<file path="src/shared/hmsa_pkg.sv">
package hmsa_pkg;
    // Configuration register field positions
    localparam int CFG_MS_LO   = 0;
    localparam int CFG_MS_HI   = 1;
    localparam int CFG_RUN     = 2;
    localparam int CFG_LW      = 3;
    localparam int CFG_LR      = 4;
    localparam int CFG_FBW     = 5;
    localparam int CFG_SS      = 6;
    localparam int CFG_BIS     = 7;
    // Instruction memory is the power-up selection
    localparam logic [7:0] CFG_RESET = 8'h01;

    // Memory select encodings
    typedef enum logic [1:0] {
        HMSA_SEL_DMEM = 2'b00,
        HMSA_SEL_IMEM = 2'b01,
        HMSA_SEL_PCLO = 2'b10,
        HMSA_SEL_PCHI = 2'b11
    } hmsa_sel_t;

    // Access phase states
    typedef enum logic [2:0] {
        HMSA_IDLE   = 3'b000,
        HMSA_ARB    = 3'b001,
        HMSA_GRANT  = 3'b010,
        HMSA_ACCESS = 3'b011,
        HMSA_TERM   = 3'b100,
        HMSA_DONE   = 3'b101
    } hmsa_state_t;

    // Timing in T-states
    localparam logic [1:0] ACCESS_MIN_T = 2'h2;
    localparam logic [1:0] TERM_MIN_T   = 2'h1;
endpackage : hmsa_pkg

</file>
<file path="src/hmsa_arbiter.sv">
`timescale 1ns/10ps
// Overview of operation
// - Target select high picks config register, low picks memory by select bits.
// - Config register is reachable from the host port only, never the CPU.
// - Bus granted rests low after reset, high only while host owns buses.
// - Lock low after grant keeps the CPU stalled after grant falls, until lock goes high.
// - Access starts when remote select and read or write are both low.
// - Write pending resets high, falls while latched write data awaits service.
// - Transfer ack resets high, falls on request, rises when transfer completes.
// - In latched write mode ack toggles only for a second access during a write.
// - Wait low stretches host accesses and CPU instruction cycles.
// - Config bits: select[1:0], run, latched write, latched read, fast, step, status.
// - Internal T-state enable is the crystal divided by two or undivided.
// - Grant when CPU off data memory, at most one instruction delay unless locked out.
// - Arbitration lasts at least one T-state, longer on CPU access or lock out.
// - Target select captured once at first T-state after start, held all access.
// - Internal strobe falls one T-state after grant, rises one clock after transfer ack.
// - Read strobe drives memory read; write strobe loads PC, config and write lines.
// - Access lasts at least two T-states, plus wait states and wait input.
// - Rising transfer ack ends access and marks read data valid for host.
// - Grant falls one T-state after ack rises; termination at least one T-state.
// - Select encodes data 00, instruction 01, PC low 10, PC high 11.
module hmsa_arbiter
    import hmsa_pkg::*;
(
    // Clock and reset
    input  wire logic       clk_sys,
    input  wire logic       srst,
    // Clock divide select
    input  wire logic       clock_divide_select,
    // Host control pins
    input  wire logic       remote_select_n,
    input  wire logic       host_read_n,
    input  wire logic       host_write_n,
    input  wire logic       target_select,
    input  wire logic       lock_n,
    input  wire logic       wait_n,
    // Host data path
    input  wire logic [7:0] host_data_in,
    output logic      [7:0] host_data_out,
    // CPU side
    input  wire logic       cpu_dmem_busy,
    input  wire logic       cpu_instr_end,
    input  wire logic       lock_out_host,
    input  wire logic [1:0] dmem_wait_states,
    input  wire logic [1:0] imem_wait_states,
    input  wire logic [7:0] target_read_data,
    output logic            cpu_stall,
    output logic            cpu_wait,
    // Handshake outputs
    output logic            bus_granted_out,
    output logic            transfer_ack,
    output logic            write_pending_n,
    output logic            int_read_n,
    output logic            int_write_n,
    output logic            mem_read_n,
    output logic            mem_write_n,
    output logic            instr_mem_write,
    output logic            pc_load,
    output logic [1:0]      access_target,
    output logic            access_is_config,
    // Configuration register
    output logic [7:0]      host_port_config
);

    hmsa_state_t state_reg;
    logic       tick_reg;
    logic       req_meta_reg;
    logic       req_sync_reg;
    logic       cmd_reg;
    logic       is_write_reg;
    logic [3:0] cnt_reg;
    logic [3:0] access_len;
    logic       host_req;
    logic       req_new;
    logic       req_served_reg;
    logic       lock_held_reg;
    logic       lw_gap_reg;

    // Raw request: order of pin arrival does not matter
    assign host_req = ~remote_select_n & (~host_read_n | ~host_write_n);

    // T-state enable; divide by two uses every second edge
    always_ff @(posedge clk_sys) begin
        if (srst) begin
            tick_reg <= 1'b0;
        end else if (clock_divide_select) begin
            tick_reg <= ~tick_reg;
        end else begin
            tick_reg <= 1'b1;
        end
    end

    // Two stage synchroniser, first stage read only by the second
    always_ff @(posedge clk_sys) begin
        if (srst) begin
            req_meta_reg <= 1'b0;
            req_sync_reg <= 1'b0;
        end else begin
            req_meta_reg <= host_req;
            req_sync_reg <= req_meta_reg;
        end
    end

    // A serviced request must drop before it may start another access
    always_ff @(posedge clk_sys) begin
        if (srst) begin
            req_served_reg <= 1'b0;
        end else if (state_reg == HMSA_TERM) begin
            req_served_reg <= 1'b1;
        end else if (!req_sync_reg) begin
            req_served_reg <= 1'b0;
        end
    end
    assign req_new = req_sync_reg & ~req_served_reg;

    // Access phase length: programmed waits apply to memories only
    always_comb begin
        access_len = {2'b00, ACCESS_MIN_T};
        if (!cmd_reg && host_port_config[CFG_MS_HI:CFG_MS_LO] == HMSA_SEL_DMEM) begin
            access_len = {2'b00, ACCESS_MIN_T} + {2'b00, dmem_wait_states};
        end else if (!cmd_reg && host_port_config[CFG_MS_HI:CFG_MS_LO] == HMSA_SEL_IMEM) begin
            access_len = {2'b00, ACCESS_MIN_T} + {2'b00, imem_wait_states};
        end
    end

    // Phase sequencer, advances on T-state ticks
    always_ff @(posedge clk_sys) begin
        if (srst) begin
            state_reg    <= HMSA_IDLE;
            cnt_reg      <= 4'h0;
            cmd_reg      <= 1'b0;
            is_write_reg <= 1'b0;
        end else if (tick_reg) begin
            case (state_reg)
                HMSA_IDLE: begin
                    if (req_new) begin
                        state_reg    <= HMSA_ARB;
                        cmd_reg      <= target_select;
                        is_write_reg <= ~host_write_n;
                    end
                end
                HMSA_ARB: begin
                    // Wait for CPU off data memory, break in at instruction end
                    if (!lock_out_host && (!cpu_dmem_busy || cpu_instr_end)) begin
                        state_reg <= HMSA_GRANT;
                    end
                end
                HMSA_GRANT: begin
                    state_reg <= HMSA_ACCESS;
                    cnt_reg   <= 4'h1;
                end
                HMSA_ACCESS: begin
                    if (wait_n && cnt_reg >= access_len) begin
                        state_reg <= HMSA_TERM;
                        cnt_reg   <= 4'h0;
                    end else if (wait_n) begin
                        cnt_reg <= cnt_reg + 4'h1;
                    end
                end
                HMSA_TERM: begin
                    state_reg <= HMSA_DONE;
                end
                HMSA_DONE: begin
                    // Buffered modes return to idle at once; otherwise wait until host releases request
                    if (host_port_config[CFG_LR] || host_port_config[CFG_LW] || !req_sync_reg) begin
                        state_reg <= HMSA_IDLE;
                    end
                end
                default: begin
                    state_reg <= HMSA_IDLE;
                end
            endcase
        end
    end

    // Grant output and CPU stall; lock keeps CPU out after grant
    always_ff @(posedge clk_sys) begin
        if (srst) begin
            bus_granted_out <= 1'b0;
            cpu_stall       <= 1'b0;
            cpu_wait        <= 1'b0;
            lock_held_reg   <= 1'b0;
        end else begin
            // Grant drops one T-state after the acknowledge rises
            bus_granted_out <= (state_reg == HMSA_ACCESS) || (state_reg == HMSA_GRANT)
                               || (state_reg == HMSA_TERM && !tick_reg);
            // Lock taken under grant keeps the CPU out until lock is released
            lock_held_reg <= !lock_n && (lock_held_reg || bus_granted_out);
            cpu_stall <= (state_reg != HMSA_IDLE && state_reg != HMSA_ARB)
                         || (!lock_n && (bus_granted_out || lock_held_reg));
            cpu_wait  <= ~wait_n;
        end
    end

    // Transfer ack falls on request, rises at end of access
    always_ff @(posedge clk_sys) begin
        if (srst) begin
            transfer_ack <= 1'b1;
        end else if (state_reg == HMSA_ACCESS && tick_reg && wait_n && cnt_reg >= access_len) begin
            transfer_ack <= 1'b1;
        end else if (host_port_config[CFG_LW]) begin
            // Latched write: only a second access during a pending write drops it
            transfer_ack <= ~(host_req && state_reg != HMSA_IDLE && !write_pending_n
                              && lw_gap_reg);
        end else if (req_new && state_reg == HMSA_IDLE) begin
            transfer_ack <= 1'b0;
        end
    end

    // Host let go of the pending write; a new request is then a second access
    always_ff @(posedge clk_sys) begin
        if (srst) begin
            lw_gap_reg <= 1'b0;
        end else if (write_pending_n) begin
            lw_gap_reg <= 1'b0;
        end else if (!host_req) begin
            lw_gap_reg <= 1'b1;
        end
    end

    // Write pending flag for latched write configuration
    always_ff @(posedge clk_sys) begin
        if (srst) begin
            write_pending_n <= 1'b1;
        end else if (host_port_config[CFG_LW] && state_reg == HMSA_IDLE && req_new
                     && !host_write_n) begin
            write_pending_n <= 1'b0;
        end else if (state_reg == HMSA_TERM) begin
            write_pending_n <= 1'b1;
        end
    end

    // Internal strobes and derived memory lines
    always_ff @(posedge clk_sys) begin
        if (srst) begin
            int_read_n      <= 1'b1;
            int_write_n     <= 1'b1;
            mem_read_n      <= 1'b1;
            mem_write_n     <= 1'b1;
            instr_mem_write <= 1'b0;
            pc_load         <= 1'b0;
        end else begin
            int_read_n  <= ~(state_reg == HMSA_ACCESS && !is_write_reg);
            int_write_n <= ~(state_reg == HMSA_ACCESS && is_write_reg);
            mem_read_n  <= ~(state_reg == HMSA_ACCESS && !is_write_reg && !cmd_reg);
            mem_write_n <= ~(state_reg == HMSA_ACCESS && is_write_reg && !cmd_reg
                             && host_port_config[CFG_MS_HI:CFG_MS_LO] == HMSA_SEL_DMEM);
            instr_mem_write <= state_reg == HMSA_ACCESS && is_write_reg && !cmd_reg
                               && host_port_config[CFG_MS_HI:CFG_MS_LO] == HMSA_SEL_IMEM;
            pc_load <= state_reg == HMSA_ACCESS && is_write_reg && !cmd_reg
                       && host_port_config[CFG_MS_HI];
        end
    end

    // Target routing and read data to the host
    always_ff @(posedge clk_sys) begin
        if (srst) begin
            access_is_config <= 1'b0;
            access_target    <= HMSA_SEL_IMEM;
            host_data_out    <= CFG_RESET;
        end else begin
            access_is_config <= cmd_reg;
            access_target    <= host_port_config[CFG_MS_HI:CFG_MS_LO];
            // Config contents sit on the bus by default between accesses
            host_data_out <= (state_reg == HMSA_ACCESS && !cmd_reg) ? target_read_data
                                                                    : host_port_config;
        end
    end

    // Config register: written only from the host port at end of access
    always_ff @(posedge clk_sys) begin
        if (srst) begin
            host_port_config <= CFG_RESET;
        end else if (state_reg == HMSA_ACCESS && tick_reg && wait_n && cnt_reg >= access_len
                     && cmd_reg && is_write_reg) begin
            host_port_config <= host_data_in;
        end
    end
endmodule : hmsa_arbiter

</file>
<file path="config.mk">
export PLATFORM = sky130hd
export DESIGN_NAME = hmsa_arbiter
export DESIGN_NICKNAME = d
export VERILOG_FILES = /design/src/shared/hmsa_pkg.sv /design/src/hmsa_arbiter.sv
export SDC_FILE = /design/constraint.sdc
export NUM_CORES = 1
export LEC_CHECK = 0
export CORE_UTILIZATION = 66
export CTS_CLUSTER_DIAMETER = 80
export DETAILED_ROUTE_END_ITERATION = 7
export DONT_BUFFER_PORTS = 1
export GPL_TIMING_DRIVEN = 1
export PLACE_DENSITY = 0.87
export SETUP_SLACK_MARGIN = 0.2
export SLEW_MARGIN = 20
export SYNTH_ARGS = -nofsm -noshare
export SYNTH_HDL_FRONTEND = slang
export SYNTH_SLANG_ARGS = --single-unit
</file>
<file path="constraint.sdc">
create_clock -name clk_sys -period 4.8 [get_ports clk_sys]
set_clock_uncertainty 0.15 [all_clocks]
set_input_delay 0.24 -clock clk_sys [delete_from_list [all_inputs] [get_ports clk_sys]]
set_output_delay 0.24 -clock clk_sys [all_outputs]
set_load 0.01 [all_outputs]
</file>
==> metrics <==
outcome completed; Initial Util between 70% and 80%; htree depth 2; synthesized cell area around 1900 sq um; Critical Path Max Stage Delay ~0.80 ns; worst setup path startpoint host_port_config[0]; MaxCap Viol Count 0; proportion of layout cells with a drive suffix above 1 under 10%; Mapped Cells between 200 and 250; All-Layer GR Usage roughly a third; I/O pin cnt slightly above 60; crit-path max FO 8; routed vias about 1600; Core Util, Final about 84%; Placement Rows 18; most frequent CP cell mux2i_1; CTS Sinks between 40 and 50; per-cell routed wire length 19.73 um; mean area per synthesized cell between 9 and 10 sq um; Root Driver clkbuf_4; Final Hold Viols 0; CP Data Arrival Time 3.31 ns; Buffers & Inverters on Critical Path 0; Setup crit end kind flop; initial detailed-routing violation count between 100 and 150; vias in the first global route between 1500 and 2000; Ant. Diodes 0; commonest non-fill, non-tap cell in the layout dfxtp_1; final setup vio count 0; ANT nets after route 0; Area contributors post-synth dfxtp_1 48%, mux2i_1 5.4%, a21oi_1 4.8%; maximum VDD drop roughly 300 uV; Nets between 200 and 300; Pleak roughly 0.80 nW; post-synthesis async set-or-reset flop share 0%; Slew @ Worst Pin 0.8840 ns; TritonCTS Buffers 5; clock latency on the worst-skew pair 0.36 ns; r2r startpoint host_port_config[0]; Crit-path slowest cell nor3b_2; drt total wl a little under 5000 um; first-pass GRT wire length ~7900 um; die height 55.24 um; gr ovfl total 0; pins over their slew limit 0; pin count of the biggest net entering global routing 37; WP data required approximately 4.9 ns; Post-synth EDFFs 0; Hold Path Class in -> reg; crit share post-route approximately two thirds; Residual DRC 0; clock slew at reported path FFs about 0.12 ns; area share of the leading cell type in the synthesized netlist between 40% and 50%; ys flop type dfxtp_1; DPL Wire Length between 2000 and 3000 um; Ys Warns 0; PwrDens ~270 nW/um^2; CTS Buffer Depth 2; CTS resizes 0; Setup Crit Path Kind reg -> reg; Via density between 6 and 7; Slew headroom between 40% and 50%; cell taking the most area after synthesis dfxtp_1; crit path launch type flop; setup TNS 0 ns; Pre-antenna DRT Iters 5; Distinct cells, synth 50; Seq cells post-synth 45; die area 3051 sq um; port buffer count 0; GP Congestion ~0.84; Peak Freq ~310 MHz; CORE AREA approximately 2600 sq um; crit-path cells mux2i_1, or3_1, ha_1, nand2_1, o21ai_1, nor3b_2, mux2i_1, nor2_1; initial antenna violation count 0; register area share after synthesis between 40% and 50%; RSZ-0062 raised after global routing no; net count after synthesis approximately 240; Final min period 3.220 ns; Syn-to-layout area delta 15.85%; commonest non-fill, non-tap cells in the layout 45 x dfxtp_1, 27 x dlygate4sd3_1, 24 x nand2_1; cell family with most CP delay simple AND/OR/NAND/NOR gates; Die X between 50 and 60 um; Hold Startpoint host_write_n; TritonCTS clock tree yes
-- stage by stage --
step,cell area (sq um),cells,power (W),setup slack [ns],hold WS [ns]
final,2167,252,0.0005890,1.580,0.04018
after global routing,2167,252,0.0006056,1.509,0.04559
after CTS,2157,251,0.0005807,1.877,0.0007998
after detailed placement,1834,218,0.0004073,1.885,0.1659
after global placement,1834,218,0.0004059,2.057,0.1624
after floorplan,1871,201,0.0004082,2.344,0.1624
-- cell type report --
class                   instances  area, sq um
clock inverters                 1        5.005
flip-flops and latches         45        900.9
clock buffers                   5        37.54
repair buffers                 28        290.3
multi-input cells             138        877.1
well taps                      30        37.54
inverters                       5        18.77
fillers                       152        400.4
-- final timing paths --
check	to	slack, ns	cells past startpoint
max	host_port_config[4]	1.58	8
min	write_pending_n	0.04	2
max reg2reg	host_port_config[4]	1.58	8
min reg2reg	req_sync_reg	0.32	1
-- cells by family (layout without fill, tap and decap cells) --
group / after synthesis / in the layout / synth area share [%]
AND/OR/NAND/NOR: 89 / 89 / 27.02
flip-flops: 45 / 45 / 48.16
AO/OA/AOI/OAI: 35 / 35 / 11.84
buffers and inverters: 18 / 39 / 4.950
multiplexers: 10 / 10 / 5.351
adder cells (fa/ha/maj): 4 / 4 / 2.676
-- worst reg2reg max path: cells and delay by family, from the launching register on --
| kind | cells | cell delay, ns |
|---|---|---|
| simple gates | 4 | 1.30 |
| fa+ha+maj | 1 | 0.31 |
| compound gates | 1 | 0.34 |
| mux | 2 | 0.47 |
| flops | 1 | 0.55 |
-- repair_timing --
item | in CTS | in global routing
setup buffers | 0 | 0
hold buffers | 27 | 1
hold endpoints to repair | 45 | 5
endpoints found under the setup margin | 0 | 0
-- per-layer routing --
metal | up-vias | GRT usage, % | wire, um
met5 | - | 0 | 0
met4 | 0 | 17.50 | 239
met3 | 29 | 12.41 | 440
met2 | 106 | 57.14 | 2479
met1 | 754 | 35.35 | 1812
li1 | 738 | - | -
-- report_power, final --
part / switching, W / internal [W] / total [W] / leakage [nW]
Sequential: 0.00000503 / 0.000377 / 0.000382 / 0.364
Combinational: 0.0000197 / 0.0000243 / 0.0000440 / 0.406
Clock: 0.000113 / 0.0000509 / 0.000163 / 0.0269
Total: 0.000137 / 0.000452 / 0.000589 / 0.797
-- cell usage after synthesis (2+ instances only) --
| cell | count |
|---|---|
| buf_6 | 2 |
| a31oi_1 | 2 |
| buf_4 | 2 |
| a21oi_1 | 18 |
| or2_1 | 2 |
| nand2b_1 | 6 |
| mux2i_1 | 10 |
| and3_1 | 2 |
| buf_2 | 2 |
| nor2b_1 | 7 |
| nor2_1 | 18 |
| inv_1 | 5 |
| a211oi_1 | 2 |
| clkbuf_1 | 5 |
| ha_1 | 4 |
| nand2_1 | 24 |
| or3_1 | 2 |
| nand3b_1 | 2 |
| buf_1 | 2 |
| nor3_1 | 4 |
| nand3_1 | 6 |
| dfxtp_1 | 45 |
| o21ai_1 | 2 |
No activity file was read; power rests on OpenSTA's default activity.
